[config.mk]
export PLATFORM = sky130hd
export DESIGN_NAME = cscm_status_config
export DESIGN_NICKNAME = d
export VERILOG_FILES = /design/src/verilog/cscm_pkg.sv /design/src/verilog/cscm_cmd_if.sv /design/src/verilog/cscm_frame_rx.sv /design/src/verilog/cscm_frame_tx.sv /design/src/verilog/cscm_status_config.sv
export SDC_FILE = /design/constraint.sdc
export NUM_CORES = 1
export LEC_CHECK = 0
export ABC_AREA = 1
export ABC_CLOCK_PERIOD_IN_PS = 15500
export BUFFER_PORTS_ARGS = -buffer_cell sky130_fd_sc_hd__buf_2
export CAP_MARGIN = 5
export CORE_MARGIN = 4
export CORE_UTILIZATION = 55
export DETAILED_ROUTE_END_ITERATION = 10
export PLACE_DENSITY = 0.95
export SLEW_MARGIN = 20
export SYNTH_ARGS = -nofsm -noshare
export SYNTH_HDL_FRONTEND = slang
export SYNTH_SLANG_ARGS = --single-unit
[constraint.sdc]
create_clock -name CLOCK_I -period 15.5 [get_ports CLOCK_I]
set_clock_uncertainty 0.2 [all_clocks]
set_input_delay 1.55 -clock CLOCK_I [delete_from_list [all_inputs] [get_ports CLOCK_I]]
set_output_delay 1.55 -clock CLOCK_I [all_outputs]
set_load 0.03 [all_outputs]
[src/verilog/cscm_pkg.sv]
// Constants shared by the CAN status and configuration command map
package cscm_pkg;
  localparam int ID_W     = 29;
  localparam int DLC_W    = 4;
  localparam int DATA_W   = 64;
  localparam int WORD_W   = 16;
  localparam int ADDR_W   = 3;
  localparam int RSP_W    = 48;
  localparam int LEN_W    = 3;
  localparam int SCALE_W  = 4;
  localparam int SCALE_N  = 6;
  localparam int SCALE_B  = SCALE_W * SCALE_N;
  localparam int ANA_W    = 16;
  // Identifier layout: upper 21 bits fixed, low byte is the unit address
  localparam logic [20:0] ID_RX_HI   = 21'h000c03;
  localparam logic [20:0] ID_TX_HI   = 21'h000c02;
  localparam logic [7:0]  BCAST_ADDR = 8'hff;
  // Command codes
  localparam logic [15:0] CMD_OPERATION = 16'h0000;
  localparam logic [15:0] CMD_OUTPUT_VOLTAGE_SETPOINT  = 16'h0020;
  localparam logic [15:0] CMD_OUTPUT_CURRENT_SETPOINT  = 16'h0030;
  localparam logic [15:0] CMD_SCALING   = 16'h00c0;
  localparam logic [15:0] CMD_STATUS    = 16'h00c1;
  localparam logic [15:0] CMD_CONFIG    = 16'h00c2;
  localparam logic [15:0] CMD_BIDIR     = 16'h0140;
  // Frame lengths
  localparam logic [3:0] DLC_WRITE = 4'h4;
  localparam logic [3:0] DLC_READ  = 4'h2;
  localparam logic [3:0] DLC_HDR   = 4'h2;
  localparam logic [2:0] LEN_OP    = 3'h1;
  localparam logic [2:0] LEN_WORD  = 3'h2;
  localparam logic [2:0] LEN_SCALE = 3'h6;
  // Status word bit positions
  localparam int ST_MASTER   = 0;
  localparam int ST_SECONDARY_OUTPUT_GOOD    = 1;
  localparam int ST_PRIMARY_STAGE_GOOD   = 2;
  localparam int ST_DUMMY    = 4;
  localparam int ST_INIT     = 5;
  localparam int ST_NVM_ERR  = 6;
  // Configuration fields
  localparam int CFG_CAN_CTRL = 0;
  localparam int CFG_PRE_LO   = 1;
  localparam int CFG_PRE_HI   = 2;
  localparam int BIDIR_MODE   = 0;
  localparam logic [15:0] CFG_MASK   = 16'h0007;
  localparam logic [15:0] BIDIR_MASK = 16'h0001;
  localparam logic [15:0] CFG_RST    = 16'h0000;
  localparam logic [15:0] BIDIR_RST  = 16'h0000;
  localparam logic [15:0] SET_RST    = 16'h0000;
  localparam logic [1:0]  PRESET_OFF  = 2'h0;
  localparam logic [1:0]  PRESET_ON   = 2'h1;
  localparam logic [1:0]  PRESET_KEEP = 2'h2;
  localparam logic [7:0]  OP_OFF = 8'h00;
  localparam logic [7:0]  OP_ON  = 8'h01;
  // Scaling codes
  localparam logic [3:0] SCALE_NONE = 4'h0;
  localparam logic [3:0] SCALE_MIN  = 4'h4;
  localparam logic [3:0] SCALE_MAX  = 4'h9;
endpackage

[src/verilog/cscm_cmd_if.sv]
// Command and response carrier between frame parser, core and sender
interface cscm_cmd_if;
  logic        cmd_valid;
  logic        cmd_write;
  logic [15:0] cmd_code;
  logic [15:0] cmd_value;
  logic        rsp_valid;
  logic [15:0] rsp_code;
  logic [2:0]  rsp_len;
  logic [47:0] rsp_data;
  logic        tx_busy;
  modport rx   (output cmd_valid, cmd_write, cmd_code, cmd_value);
  modport core (input cmd_valid, cmd_write, cmd_code, cmd_value, tx_busy,
                output rsp_valid, rsp_code, rsp_len, rsp_data);
  modport tx   (input rsp_valid, rsp_code, rsp_len, rsp_data,
                output tx_busy);
endinterface

[src/verilog/cscm_frame_rx.sv]
// Frame filter and decoder for controller-to-unit frames
module cscm_frame_rx (
  input  wire logic                          clk_i,
  input  wire logic                          rst_n_i,
  input  wire logic                          rx_valid_i,
  input  wire logic [cscm_pkg::ID_W-1:0]     rx_id_i,
  input  wire logic [cscm_pkg::DLC_W-1:0]    rx_dlc_i,
  input  wire logic [cscm_pkg::DATA_W-1:0]   rx_data_i,
  input  wire logic [cscm_pkg::ADDR_W-1:0]   addr_i,
  cscm_cmd_if.rx                             bus
);
  import cscm_pkg::*;
  logic hi_ok, mine, bcast, is_wr, is_rd;
  assign hi_ok = rx_id_i[ID_W-1:8] == ID_RX_HI;
  assign mine  = hi_ok && rx_id_i[7:0] == {5'h00, addr_i};
  assign bcast = hi_ok && rx_id_i[7:0] == BCAST_ADDR;
  assign is_wr = rx_dlc_i == DLC_WRITE && (mine || bcast);
  // A broadcast read would make every unit answer at once
  assign is_rd = rx_dlc_i == DLC_READ && mine;

  always_ff @(posedge clk_i or negedge rst_n_i) begin
    if (!rst_n_i) begin
      bus.cmd_valid <= 1'b0;
      bus.cmd_write <= 1'b0;
      bus.cmd_code  <= 16'h0000;
      bus.cmd_value <= 16'h0000;
    end else begin
      bus.cmd_valid <= rx_valid_i && (is_wr || is_rd);
      bus.cmd_write <= is_wr;
      bus.cmd_code  <= {rx_data_i[15:8], rx_data_i[7:0]};
      bus.cmd_value <= {rx_data_i[31:24], rx_data_i[23:16]};
    end
  end
endmodule // cscm_frame_rx

[src/verilog/cscm_frame_tx.sv]
// Holds one answer frame until the CAN controller takes it
module cscm_frame_tx (
  input  wire logic                          clk_i,
  input  wire logic                          rst_n_i,
  input  wire logic [cscm_pkg::ADDR_W-1:0]   addr_i,
  input  wire logic                          tx_ready_i,
  output logic                               tx_valid_o,
  output logic [cscm_pkg::ID_W-1:0]          tx_id_o,
  output logic [cscm_pkg::DLC_W-1:0]         tx_dlc_o,
  output logic [cscm_pkg::DATA_W-1:0]        tx_data_o,
  cscm_cmd_if.tx                             bus
);
  import cscm_pkg::*;
  typedef enum logic {CSCM_IDLE, CSCM_SEND} cscm_tx_e;
  cscm_tx_e state;
  assign bus.tx_busy = state == CSCM_SEND;

  always_ff @(posedge clk_i or negedge rst_n_i) begin
    if (!rst_n_i) begin
      state      <= CSCM_IDLE;
      tx_valid_o <= 1'b0;
      tx_id_o    <= '0;
      tx_dlc_o   <= '0;
      tx_data_o  <= '0;
    end else begin
      case (state)
        CSCM_IDLE: begin
          if (bus.rsp_valid) begin
            state      <= CSCM_SEND;
            tx_valid_o <= 1'b1;
            tx_id_o    <= {ID_TX_HI, 5'h00, addr_i};
            tx_dlc_o   <= DLC_HDR + {1'b0, bus.rsp_len};
            tx_data_o  <= {bus.rsp_data, bus.rsp_code[15:8],
                           bus.rsp_code[7:0]};
          end
        end
        CSCM_SEND: begin
          if (tx_ready_i) begin
            state      <= CSCM_IDLE;
            tx_valid_o <= 1'b0;
          end
        end
        default: state <= CSCM_IDLE;
      endcase
    end
  end
endmodule // cscm_frame_tx

[src/verilog/cscm_status_config.sv]
// Top of the CAN status and configuration command map
//
// How it works
// - Scaling byte 1 low nibble: AC voltage code; 0 none, 4-9 decades.
// - Scaling byte 1 high nibble reports fan speed code, same code set.
// - Scaling byte 2 low nibble reports ambient temperature code.
// - Scaling byte 3 low nibble: AC current; codes A-F never reported.
// - Status bit 0 is one when this unit is parallel master.
// - Status bit 1 is one while secondary output voltage is normal.
// - Status bit 2 is one while the primary stage runs normally.
// - Status bit 4 is one while the dummy load is on.
// - Status bit 5 is zero while initialising, one once finished.
// - Status bit 6: memory error; unit off and dark until it clears.
// - Config bit 0 picks local adjuster or CAN setpoints and on/off.
// - Config bits 2:1 set power-up operation: off, on, keep, reserved.
// - Mode bit 0: auto-detect ignores direction inputs, battery uses them.
// - Read frame: length 2 with code; answer repeats code then value.
// - Unit answers on 0x000C02xx, listens on 0x000C03xx and, for writes only, on broadcast 0xFF.
module cscm_status_config (
  input  wire logic                          CLOCK_I,
  input  wire logic                          RSTN_I,
  input  wire logic [cscm_pkg::ADDR_W-1:0]   UNIT_ADDR_I,
  input  wire logic                          RX_VALID_I,
  input  wire logic [cscm_pkg::ID_W-1:0]     RX_ID_I,
  input  wire logic [cscm_pkg::DLC_W-1:0]    RX_DLC_I,
  input  wire logic [cscm_pkg::DATA_W-1:0]   RX_DATA_I,
  input  wire logic                          TX_READY_I,
  input  wire logic                          PAR_MASTER_I,
  input  wire logic                          SECONDARY_OUTPUT_GOOD_I,
  input  wire logic                          PRIMARY_STAGE_GOOD_I,
  input  wire logic                          DUMMY_LOAD_ACTIVE_I,
  input  wire logic                          INIT_DONE_I,
  input  wire logic                          NVM_ACCESS_ERROR_I,
  input  wire logic [cscm_pkg::SCALE_B-1:0]  SCALE_CODES_I,
  input  wire logic [2:0]                    CFG_STORED_I,
  input  wire logic                          BIDIR_STORED_I,
  input  wire logic                          OP_STORED_I,
  input  wire logic [cscm_pkg::WORD_W-1:0]   LOCAL_ADJUSTER_VOUT_I,
  input  wire logic [cscm_pkg::WORD_W-1:0]   LOCAL_ADJUSTER_IOUT_I,
  input  wire logic                          LOCAL_ON_I,
  input  wire logic                          DIR_CTRL_I,
  input  wire logic [cscm_pkg::ANA_W-1:0]    CD_CTRL_I,
  output logic                               TX_VALID_O,
  output logic [cscm_pkg::ID_W-1:0]          TX_ID_O,
  output logic [cscm_pkg::DLC_W-1:0]         TX_DLC_O,
  output logic [cscm_pkg::DATA_W-1:0]        TX_DATA_O,
  output logic [cscm_pkg::WORD_W-1:0]        VOUT_TARGET_O,
  output logic [cscm_pkg::WORD_W-1:0]        IOUT_TARGET_O,
  output logic                               OUTPUT_ON_O,
  output logic                               SHUTDOWN_O,
  output logic                               LED_ON_O,
  output logic                               CAN_CTRL_O,
  output logic                               BATTERY_MODE_O,
  output logic                               DIR_CTRL_EFF_O,
  output logic [cscm_pkg::ANA_W-1:0]         CD_CTRL_EFF_O
);
  import cscm_pkg::*;

  logic               rst_meta;
  logic               rst_n;
  logic               loaded;
  logic [WORD_W-1:0]  sys_config;
  logic [WORD_W-1:0]  bidirectional_mode_config;
  logic [7:0]         operation;
  logic [WORD_W-1:0]  output_voltage_setpoint;
  logic [WORD_W-1:0]  output_current_setpoint;
  logic [WORD_W-1:0]  sys_status;
  logic [WORD_W-1:0]  next_status;
  logic [SCALE_B-1:0] scale_q;
  logic [RSP_W-1:0]   scale_word;
  logic               write_ok;
  logic               read_ok;
  logic               rd_known;
  logic [LEN_W-1:0]   rd_len;
  logic [RSP_W-1:0]   rd_data;
  logic               can_ctrl;
  logic               batt_mode;

  cscm_cmd_if bus ();

  // Reset release through two flops
  always_ff @(posedge CLOCK_I or negedge RSTN_I) begin
    if (!RSTN_I) begin
      rst_meta <= 1'b0;
      rst_n    <= 1'b0;
    end else begin
      rst_meta <= 1'b1;
      rst_n    <= rst_meta;
    end
  end

  cscm_frame_rx u_rx (
    .clk_i      (CLOCK_I),
    .rst_n_i    (rst_n),
    .rx_valid_i (RX_VALID_I),
    .rx_id_i    (RX_ID_I),
    .rx_dlc_i   (RX_DLC_I),
    .rx_data_i  (RX_DATA_I),
    .addr_i     (UNIT_ADDR_I),
    .bus        (bus.rx)
  );

  cscm_frame_tx u_tx (
    .clk_i      (CLOCK_I),
    .rst_n_i    (rst_n),
    .addr_i     (UNIT_ADDR_I),
    .tx_ready_i (TX_READY_I),
    .tx_valid_o (TX_VALID_O),
    .tx_id_o    (TX_ID_O),
    .tx_dlc_o   (TX_DLC_O),
    .tx_data_o  (TX_DATA_O),
    .bus        (bus.tx)
  );

  assign can_ctrl  = sys_config[CFG_CAN_CTRL];
  assign batt_mode = bidirectional_mode_config[BIDIR_MODE];
  assign write_ok  = bus.cmd_valid && bus.cmd_write && loaded;
  // One answer in flight at a time; later reads are dropped
  assign read_ok   = bus.cmd_valid && !bus.cmd_write && loaded
                     && !bus.tx_busy && !bus.rsp_valid;

  // Stored settings are taken one cycle after reset release
  always_ff @(posedge CLOCK_I or negedge rst_n) begin
    if (!rst_n) begin
      loaded <= 1'b0;
    end else begin
      loaded <= 1'b1;
    end
  end

  always_ff @(posedge CLOCK_I or negedge rst_n) begin
    if (!rst_n) begin
      sys_config <= CFG_RST;
    end else if (!loaded) begin
      sys_config <= {13'h0000, CFG_STORED_I};
    end else if (write_ok && bus.cmd_code == CMD_CONFIG) begin
      sys_config <= bus.cmd_value & CFG_MASK;
    end
  end

  always_ff @(posedge CLOCK_I or negedge rst_n) begin
    if (!rst_n) begin
      bidirectional_mode_config <= BIDIR_RST;
    end else if (!loaded) begin
      bidirectional_mode_config <= {15'h0000, BIDIR_STORED_I};
    end else if (write_ok && bus.cmd_code == CMD_BIDIR) begin
      bidirectional_mode_config <= bus.cmd_value & BIDIR_MASK;
    end
  end

  // Power-up operation value from the stored preset field
  always_ff @(posedge CLOCK_I or negedge rst_n) begin
    if (!rst_n) begin
      operation <= OP_OFF;
    end else if (!loaded) begin
      case (CFG_STORED_I[CFG_PRE_HI:CFG_PRE_LO])
        PRESET_ON:   operation <= OP_ON;
        PRESET_KEEP: operation <= {7'h00, OP_STORED_I};
        default:     operation <= OP_OFF;
      endcase
    end else if (write_ok && bus.cmd_code == CMD_OPERATION
                 && bus.cmd_value[15:1] == 15'h0000) begin
      operation <= bus.cmd_value[7:0];
    end
  end

  always_ff @(posedge CLOCK_I or negedge rst_n) begin
    if (!rst_n) begin
      output_voltage_setpoint <= SET_RST;
      output_current_setpoint <= SET_RST;
    end else if (write_ok) begin
      if (bus.cmd_code == CMD_OUTPUT_VOLTAGE_SETPOINT) begin
        output_voltage_setpoint <= bus.cmd_value;
      end
      if (bus.cmd_code == CMD_OUTPUT_CURRENT_SETPOINT) begin
        output_current_setpoint <= bus.cmd_value;
      end
    end
  end

  // Only legal decade codes are reported; anything else reads unsupported
  genvar gi;
  generate
    for (gi = 0; gi < SCALE_N; gi++) begin : g_scale
      always_ff @(posedge CLOCK_I or negedge rst_n) begin
        if (!rst_n) begin
          scale_q[gi*SCALE_W +: SCALE_W] <= SCALE_NONE;
        end else if (SCALE_CODES_I[gi*SCALE_W +: SCALE_W] >= SCALE_MIN
                  && SCALE_CODES_I[gi*SCALE_W +: SCALE_W] <= SCALE_MAX)
        begin
          scale_q[gi*SCALE_W +: SCALE_W] <=
            SCALE_CODES_I[gi*SCALE_W +: SCALE_W];
        end else begin
          scale_q[gi*SCALE_W +: SCALE_W] <= SCALE_NONE;
        end
      end
    end
  endgenerate

  // Bytes 0-1 carry dc and ac/fan codes packed, bytes 2-3 one code each
  assign scale_word = {16'h0000,
                       4'h0, scale_q[23:20],
                       4'h0, scale_q[19:16],
                       scale_q[15:12], scale_q[11:8],
                       scale_q[7:0]};

  always_comb begin
    next_status             = '0;
    next_status[ST_MASTER]  = PAR_MASTER_I;
    next_status[ST_SECONDARY_OUTPUT_GOOD]   = SECONDARY_OUTPUT_GOOD_I;
    next_status[ST_PRIMARY_STAGE_GOOD]  = PRIMARY_STAGE_GOOD_I;
    next_status[ST_DUMMY]   = DUMMY_LOAD_ACTIVE_I;
    next_status[ST_INIT]    = INIT_DONE_I;
    next_status[ST_NVM_ERR] = NVM_ACCESS_ERROR_I;
  end

  always_ff @(posedge CLOCK_I or negedge rst_n) begin
    if (!rst_n) begin
      sys_status <= '0;
    end else begin
      sys_status <= next_status;
    end
  end

  // Read answer selection
  always_comb begin
    rd_known = 1'b1;
    rd_len   = LEN_WORD;
    rd_data  = '0;
    case (bus.cmd_code)
      CMD_OPERATION: begin
        rd_len  = LEN_OP;
        rd_data = {40'h0, operation};
      end
      CMD_OUTPUT_VOLTAGE_SETPOINT: rd_data = {32'h0, output_voltage_setpoint};
      CMD_OUTPUT_CURRENT_SETPOINT: rd_data = {32'h0, output_current_setpoint};
      CMD_SCALING: begin
        rd_len  = LEN_SCALE;
        rd_data = scale_word;
      end
      CMD_STATUS: rd_data = {32'h0, sys_status};
      CMD_CONFIG: rd_data = {32'h0, sys_config};
      CMD_BIDIR:  rd_data = {32'h0, bidirectional_mode_config};
      default:    rd_known = 1'b0;
    endcase
  end

  always_ff @(posedge CLOCK_I or negedge rst_n) begin
    if (!rst_n) begin
      bus.rsp_valid <= 1'b0;
      bus.rsp_code  <= 16'h0000;
      bus.rsp_len   <= '0;
      bus.rsp_data  <= '0;
    end else begin
      bus.rsp_valid <= read_ok && rd_known;
      if (read_ok) begin
        bus.rsp_code <= bus.cmd_code;
        bus.rsp_len  <= rd_len;
        bus.rsp_data <= rd_data;
      end
    end
  end

  // Setpoint source and output enable
  always_ff @(posedge CLOCK_I or negedge rst_n) begin
    if (!rst_n) begin
      VOUT_TARGET_O <= SET_RST;
      IOUT_TARGET_O <= SET_RST;
      OUTPUT_ON_O   <= 1'b0;
      CAN_CTRL_O    <= 1'b0;
    end else begin
      VOUT_TARGET_O <= can_ctrl ? output_voltage_setpoint : LOCAL_ADJUSTER_VOUT_I;
      IOUT_TARGET_O <= can_ctrl ? output_current_setpoint : LOCAL_ADJUSTER_IOUT_I;
      OUTPUT_ON_O   <= loaded && !NVM_ACCESS_ERROR_I
                       && (can_ctrl ? operation == OP_ON : LOCAL_ON_I);
      CAN_CTRL_O    <= can_ctrl;
    end
  end

  // Memory error holds the unit off only while the error persists
  always_ff @(posedge CLOCK_I or negedge rst_n) begin
    if (!rst_n) begin
      SHUTDOWN_O <= 1'b0;
      LED_ON_O   <= 1'b0;
    end else begin
      SHUTDOWN_O <= NVM_ACCESS_ERROR_I;
      LED_ON_O   <= !NVM_ACCESS_ERROR_I;
    end
  end

  always_ff @(posedge CLOCK_I or negedge rst_n) begin
    if (!rst_n) begin
      BATTERY_MODE_O <= 1'b0;
      DIR_CTRL_EFF_O <= 1'b0;
      CD_CTRL_EFF_O  <= '0;
    end else begin
      BATTERY_MODE_O <= batt_mode;
      DIR_CTRL_EFF_O <= batt_mode && DIR_CTRL_I;
      CD_CTRL_EFF_O  <= batt_mode ? CD_CTRL_I : '0;
    end
  end

  a_status_map: assert property (
    @(posedge CLOCK_I) disable iff (!rst_n)
    $past(loaded) |-> sys_status ==
      {9'h000, $past(NVM_ACCESS_ERROR_I), $past(INIT_DONE_I),
       $past(DUMMY_LOAD_ACTIVE_I), 1'b0, $past(PRIMARY_STAGE_GOOD_I),
       $past(SECONDARY_OUTPUT_GOOD_I), $past(PAR_MASTER_I)})
    else $error("status word does not follow its sources");

  a_nvm_off: assert property (
    @(posedge CLOCK_I) disable iff (!rst_n)
    NVM_ACCESS_ERROR_I |=> !OUTPUT_ON_O && !LED_ON_O && SHUTDOWN_O)
    else $error("memory error did not shut the unit down");

  a_nvm_recover: assert property (
    @(posedge CLOCK_I) disable iff (!rst_n)
    $fell(NVM_ACCESS_ERROR_I) |=> LED_ON_O && !SHUTDOWN_O)
    else $error("unit did not recover after memory error");

  a_scale_legal: assert property (
    @(posedge CLOCK_I) disable iff (!rst_n)
    $past(SCALE_CODES_I[23:20]) > SCALE_MAX
      |-> scale_word[27:24] == SCALE_NONE
          && scale_word[31:28] == 4'h0)
    else $error("illegal scaling code reported");

  a_scale_acv: assert property (
    @(posedge CLOCK_I) disable iff (!rst_n)
    ##1 ($past(SCALE_CODES_I[11:8]) == SCALE_MAX) |->
      scale_word[11:8] == SCALE_MAX)
    else $error("AC voltage code lost");

  a_undef_zero: assert property (
    @(posedge CLOCK_I) disable iff (!rst_n)
    (sys_config & ~CFG_MASK) == 16'h0000
    && (bidirectional_mode_config & ~BIDIR_MASK) == 16'h0000
    && sys_status[3] == 1'b0 && sys_status[15:7] == 9'h000)
    else $error("undefined bit reads non-zero");

  a_cfg_write: assert property (
    @(posedge CLOCK_I) disable iff (!rst_n)
    write_ok && bus.cmd_code == CMD_CONFIG |=>
      sys_config == ($past(bus.cmd_value) & CFG_MASK))
    else $error("configuration write not taken");

  a_local_src: assert property (
    @(posedge CLOCK_I) disable iff (!rst_n)
    rst_n && !can_ctrl |=> VOUT_TARGET_O == $past(LOCAL_ADJUSTER_VOUT_I))
    else $error("local adjuster not in control");

  a_bidir_gate: assert property (
    @(posedge CLOCK_I) disable iff (!rst_n)
    !batt_mode |=> !DIR_CTRL_EFF_O && CD_CTRL_EFF_O == '0)
    else $error("direction inputs used in auto-detect mode");

  a_preset_on: assert property (
    @(posedge CLOCK_I) disable iff (!rst_n)
    rst_n && !loaded && CFG_STORED_I[2:1] == PRESET_ON |=> operation == OP_ON)
    else $error("power-up preset on not applied");

  a_read_reply: assert property (
    @(posedge CLOCK_I) disable iff (!rst_n)
    read_ok && bus.cmd_code == CMD_STATUS |=> ##1
      TX_VALID_O && TX_DLC_O == 4'h4
      && TX_DATA_O[15:0] == CMD_STATUS
      && TX_ID_O == {ID_TX_HI, 5'h00, UNIT_ADDR_I})
    else $error("status read not answered in two cycles");
endmodule // cscm_status_config

After elaboration in Yosys (flattened, before gate mapping). Index checks and enable logic that the tools add are counted.

Add/sub/neg operators: 1. Multiply operators: 0. Div/mod/pow operators: 0. Order comparisons: 12. Eq/ne operators: 19. Shift-type cells: 0. Multiplexer cells: 26. Bitwise logic cells: 1. Reduce and logical (&&, ||, !) cells: 38.

Operators with widths (number): case mux 28 bit (7 select lines) (1); two-way mux 16 bit (7); == test 16 x 8 -> 1 bit, second input constant (3); == test 16 x 6 -> 1 bit, second input constant (2); logical AND 1 bit (25); >= comparator 4 x 3 -> 1 bit, second input constant (6); <= comparator 4 bit, second input constant (6); two-way mux 4 bit (6); == test 21 x 12 -> 1 bit, second input constant (1); == test 16 x 9 -> 1 bit, second input constant (1); logical NOT 16 bit (1); two-way mux 8 bit (2); logical NOT 15 bit (1); == test 8 x 1 -> 1 bit, second input constant (1); == test 8 x 3 -> 1 bit (1); == test 8 bit, second input constant (1); AND reduction 2 bit (4); OR reduction 7 bit (1); two-way mux 1 bit (6); inequality test 2 x 1 -> 1 bit, second input constant (3); case mux 1 bit (2 select lines) (3); case mux 3 bit (2 select lines) (1); adder 2 x 3 -> 4 bit, first input constant (1); == test 4 x 2 -> 1 bit, second input constant (1); 7 further kinds (12).

Flip-flop bits (word level): 335. Latch bits: 0. Memory bits (writable): 0. Bits in read-only memories: 0. Bits of input ports: 189. Output and inout bits: 152. Word-level logic and storage cells: 134. Memories kept: 0.

Logic depth before layout (Yosys ltp).
Depth after elaboration: 6. Gate-level depth with buffers: 11. Mapped depth without buffers: 10.

Cells and area by module. From an unflattened synthesis, not the netlist that was laid out.

Cells, all modules: 1260. Area, all modules: 11234.5 um2.

By module, submodules not included: cscm_status_config (instances 1, cells an instance 817, area an instance 7065.5 um2, seq. area each 4354.2 um2); cscm_frame_tx (instances 1, cells an instance 341, area an instance 3019.1 um2, seq. area each 1851.8 um2); cscm_frame_rx (instances 1, cells an instance 102, area an instance 1149.9 um2, seq. area each 850.8 um2).

Worst setup path before layout. No wires, ideal clock.

Path type: reg-to-output. Start: register u_tx.tx_id_o[9] (netlist name). End: output TX_ID_O[18] (netlist name). Arrival: 739 ps. Required time: 13750 ps. Slack: 13011 ps. Cell stages (with the launch flop): 2. Path buffers: 1. Cell sequence: dfrtp_1 > buf_4.

RTL lines: to (decl) (line cscm_status_config.sv:44) `output logic [cscm_pkg::ID_W-1:0] TX_ID_O,`.

No word-level cell between the ends.

Worst setup path after layout.
Start: register u_tx.tx_data_o[20] (netlist name). End: output TX_DATA_O[20] (netlist name).

RTL lines: from (decl) (line cscm_frame_tx.sv:10) `output logic [cscm_pkg::DATA_W-1:0] tx_data_o,`; from (signal assigned) (line cscm_frame_tx.sv:33) `tx_data_o <= {bus.rsp_data, bus.rsp_code[15:8],`; to (decl) (line cscm_status_config.sv:46) `output logic [cscm_pkg::DATA_W-1:0] TX_DATA_O,`.

No word-level cell between the ends.

==> summary.txt <==
Final Slew Violations - 0
Slew margin rel. - 28.7%
Share of cells above drive strength 1 - 27.2%
Startpoint types - flop
Arrival time worst endpoint - 1110 ps
Slew at the pin closest to its max-slew limit - 1060 ps
Switching Share - 24.3%
Row cnt - 50
CTS sink count - 258
HPWL Detailed - 18200 um
RSZ-0062 raised after global routing - false
Remaining global-route overflow - 0
CP Cell Sequence - buf_2
Power Total - 1.44 mW
CORE AREA - 18600 um^2
Peak VDD IR - 80.3 uV
Total routed wirelength - 26100 um
Ports - 341
DRC viols - 0
Final Cycle Share - 18.5%
Nets@finish - 1525
Number of buffers and inverters on the critical path - 1
Net Sw Power - 349 uW
Critical path class - flop to primary output
Vias in the first global route - 8289
Mean post-synth cell area - 9.67 um^2
Seq cells post-synth - 258
Max Clock Freq - 349 MHz
Synthesis Warnings - 0
Internal - 1.09 mW
Commonest cells after routing, fill and taps aside - 335 x nand2_1, 261 x buf_2, 257 x dfrtp_1
Detail Route Antenna Nets - 0
Final hold violations - 0
Sequential power share - 49.2%
CP Capture Type - primary output
GRT Util Overall - 24.3%
Largest net degree at the start of global routing - 84
Clock Pin Slew Worst Setup and Hold Paths - 60 ps
Htree depth - 1
Routed length per instance - 16.4 um
P_leak - 7.16 nW
Vias per std cell - 5.10
Delay-heaviest family, CP - flip-flops
Post-synth cell types - 39
Router iterations before antenna repair - 5
CTS root buffer - clkbuf_16
Antenna violations before repair - 3
Commonest non-fill, non-tap cell in the layout - nand2_1
Worst-Skew Late Latency - 510 ps
Hold Path Class - flop to asynchronous set/reset pin
CTS max path bufs - 3
CTS tree - done
Max-cap violations - 0
Fillers - 1364
Seq/Total Area, Yosys - 62.1%
Status - completed
Required time of the critical path - 13750 ps
Logic pwr share - 8.3%
Cts repair resizes - 0
CTS Buf Count - 26
Hold Slack - 79.9 ps
Iter 0 DRT Violations - 616
Die span in x - 146 um
Syn Std Cell Area - 10400 um^2
Die area - 21200 um^2
Initial Utilization - 55.8%
Post-synth EDFFs - 0
Worst Path Max Fanout - 2
Fin crit period - 2860 ps
Setup TNS - 0 ps
Synth Instances - 1076
Slowest stage cell on the critical path - dfrtp_1
First-pass GRT wire length - 42200 um
Post-CTS setup repair buffer count - 0
GPL Wtd Cong - 0.847
Vias - 8108
Area delta synth->final - 20.7%
Finish-stage setup viols - 0
Ys async rst share - 100%
IO buf count - 261
Die height - 146 um
Clk pwr share - 42.6%
Worst path max stage delay - 390 ps
Top_reg_cell synth - dfrtp_1
Pwr dens - 115 nW/um^2
Hold_buf cts - 0
-- cell type report --
type / count / area (um^2) / share of cell area [%]
Inverter: 98 / 368 / 2.93
Clock buffer: 40 / 815 / 6.49
Multi-Input combinational cell: 680 / 3190 / 25.4
Antenna cell: 4 / 10.0 / 0.0797
Sequential cell: 258 / 6460 / 51.5
Timing Repair Buffer: 269 / 1370 / 10.9
Tap cell: 234 / 293 / 2.33
Clock inverter: 7 / 45.0 / 0.359
-- metal layers --
layer | share of wire [%] | vias to the layer above | global-route usage [%]
met5 | 0 | - | 0
met4 | 4.0 | 0 | 9.83
met3 | 7.6 | 94 | 4.27
met2 | 50 | 420 | 42.8
met1 | 38 | 3821 | 29.8
li1 | - | 3773 | -
-- stage by stage --
stage          setup slack (ps)  instance area, um^2  util [%]  instances
2_1_floorplan              7580                10600         -       1123
3_3_place_gp              12690                11700      62.6       1539
3_5_place_dp              12650                11700      62.6       1539
4_1_cts                   12550                12500      67.2       1586
5_1_grt                   12600                12500      67.3       1589
6_report                  12640                12600      67.3       1590
-- path summary, 6_finish.rpt --
check,start,to,slack (ps),cells after the start
max,u_tx.tx_data_o[20]$_DFFE_PN0P_,TX_DATA_O[20],12640,1
min,rst_n$_DFF_PN0_,u_rx.bus.cmd_code[3]$_DFF_PN0_,80,0
max reg2reg,loaded$_DFF_PN0_,output_current_setpoint[10]$_DFFE_PN0P_,12880,4
min reg2reg,rst_n$_DFF_PN0_,u_rx.bus.cmd_code[3]$_DFF_PN0_,80,0
max in group asynchronous,rst_n$_DFF_PN0_,CD_CTRL_EFF_O[13]$_DFF_PN0_,13190,2
min in group CLOCK_I,rst_meta$_DFF_PN0_,rst_n$_DFF_PN0_,160,0
-- registers in the layout, indices dropped and copies added (netlist names), 8 cells and up --
| register | count |
|---|---|
| VOUT_TARGET_O | 16 |
| u_rx.bus.cmd_value | 16 |
| bus.rsp_code | 16 |
| output_current_setpoint | 16 |
| operation | 8 |
| IOUT_TARGET_O | 16 |
| u_tx.tx_data_o | 40 |
| bus.rsp_data | 24 |
| CD_CTRL_EFF_O | 16 |
| output_voltage_setpoint | 16 |
| u_rx.bus.cmd_code | 16 |
| scale_q | 24 |
-- synth_stat cells, drive strengths merged (2+ instances only) --
master | number | area, um^2
buf | 64 | 487
inv | 97 | 364
nor3b | 2 | 15.0
nor2 | 87 | 375
nand3 | 66 | 335
nand2 | 340 | 1300
or2 | 2 | 12.5
a21oi | 2 | 10.0
conb | 2 | 7.51
mux2 | 35 | 394
o21a | 3 | 22.5
nand4 | 6 | 37.5
clkbuf | 23 | 86.3
nor3 | 5 | 25.0
and2 | 2 | 15.0
o21ai | 71 | 359
ha | 3 | 37.5
dfrtp | 258 | 6460
-- cell families after synthesis --
family / synth area share, %
and+or+nand+nor: 20.5
xor gates and xnor gates: 0.0842
buffers and inverters: 9.05
AOI/OAI and AO/OA: 4.08
adders and majority gates: 0.361
muxes: 3.79
DFF: 62.1
other: 0.0722
-- power groups by stage --
stage               Clock [mW]  Combinational, mW  Sequential [mW]
floorplan                    0             0.0513            0.748
global placement             0              0.115            0.718
detailed placement           0              0.118            0.719
CTS                      0.623              0.119            0.707
global route             0.654              0.130            0.709
finish                   0.612              0.119            0.708
(Power assumes the default switching activity.)
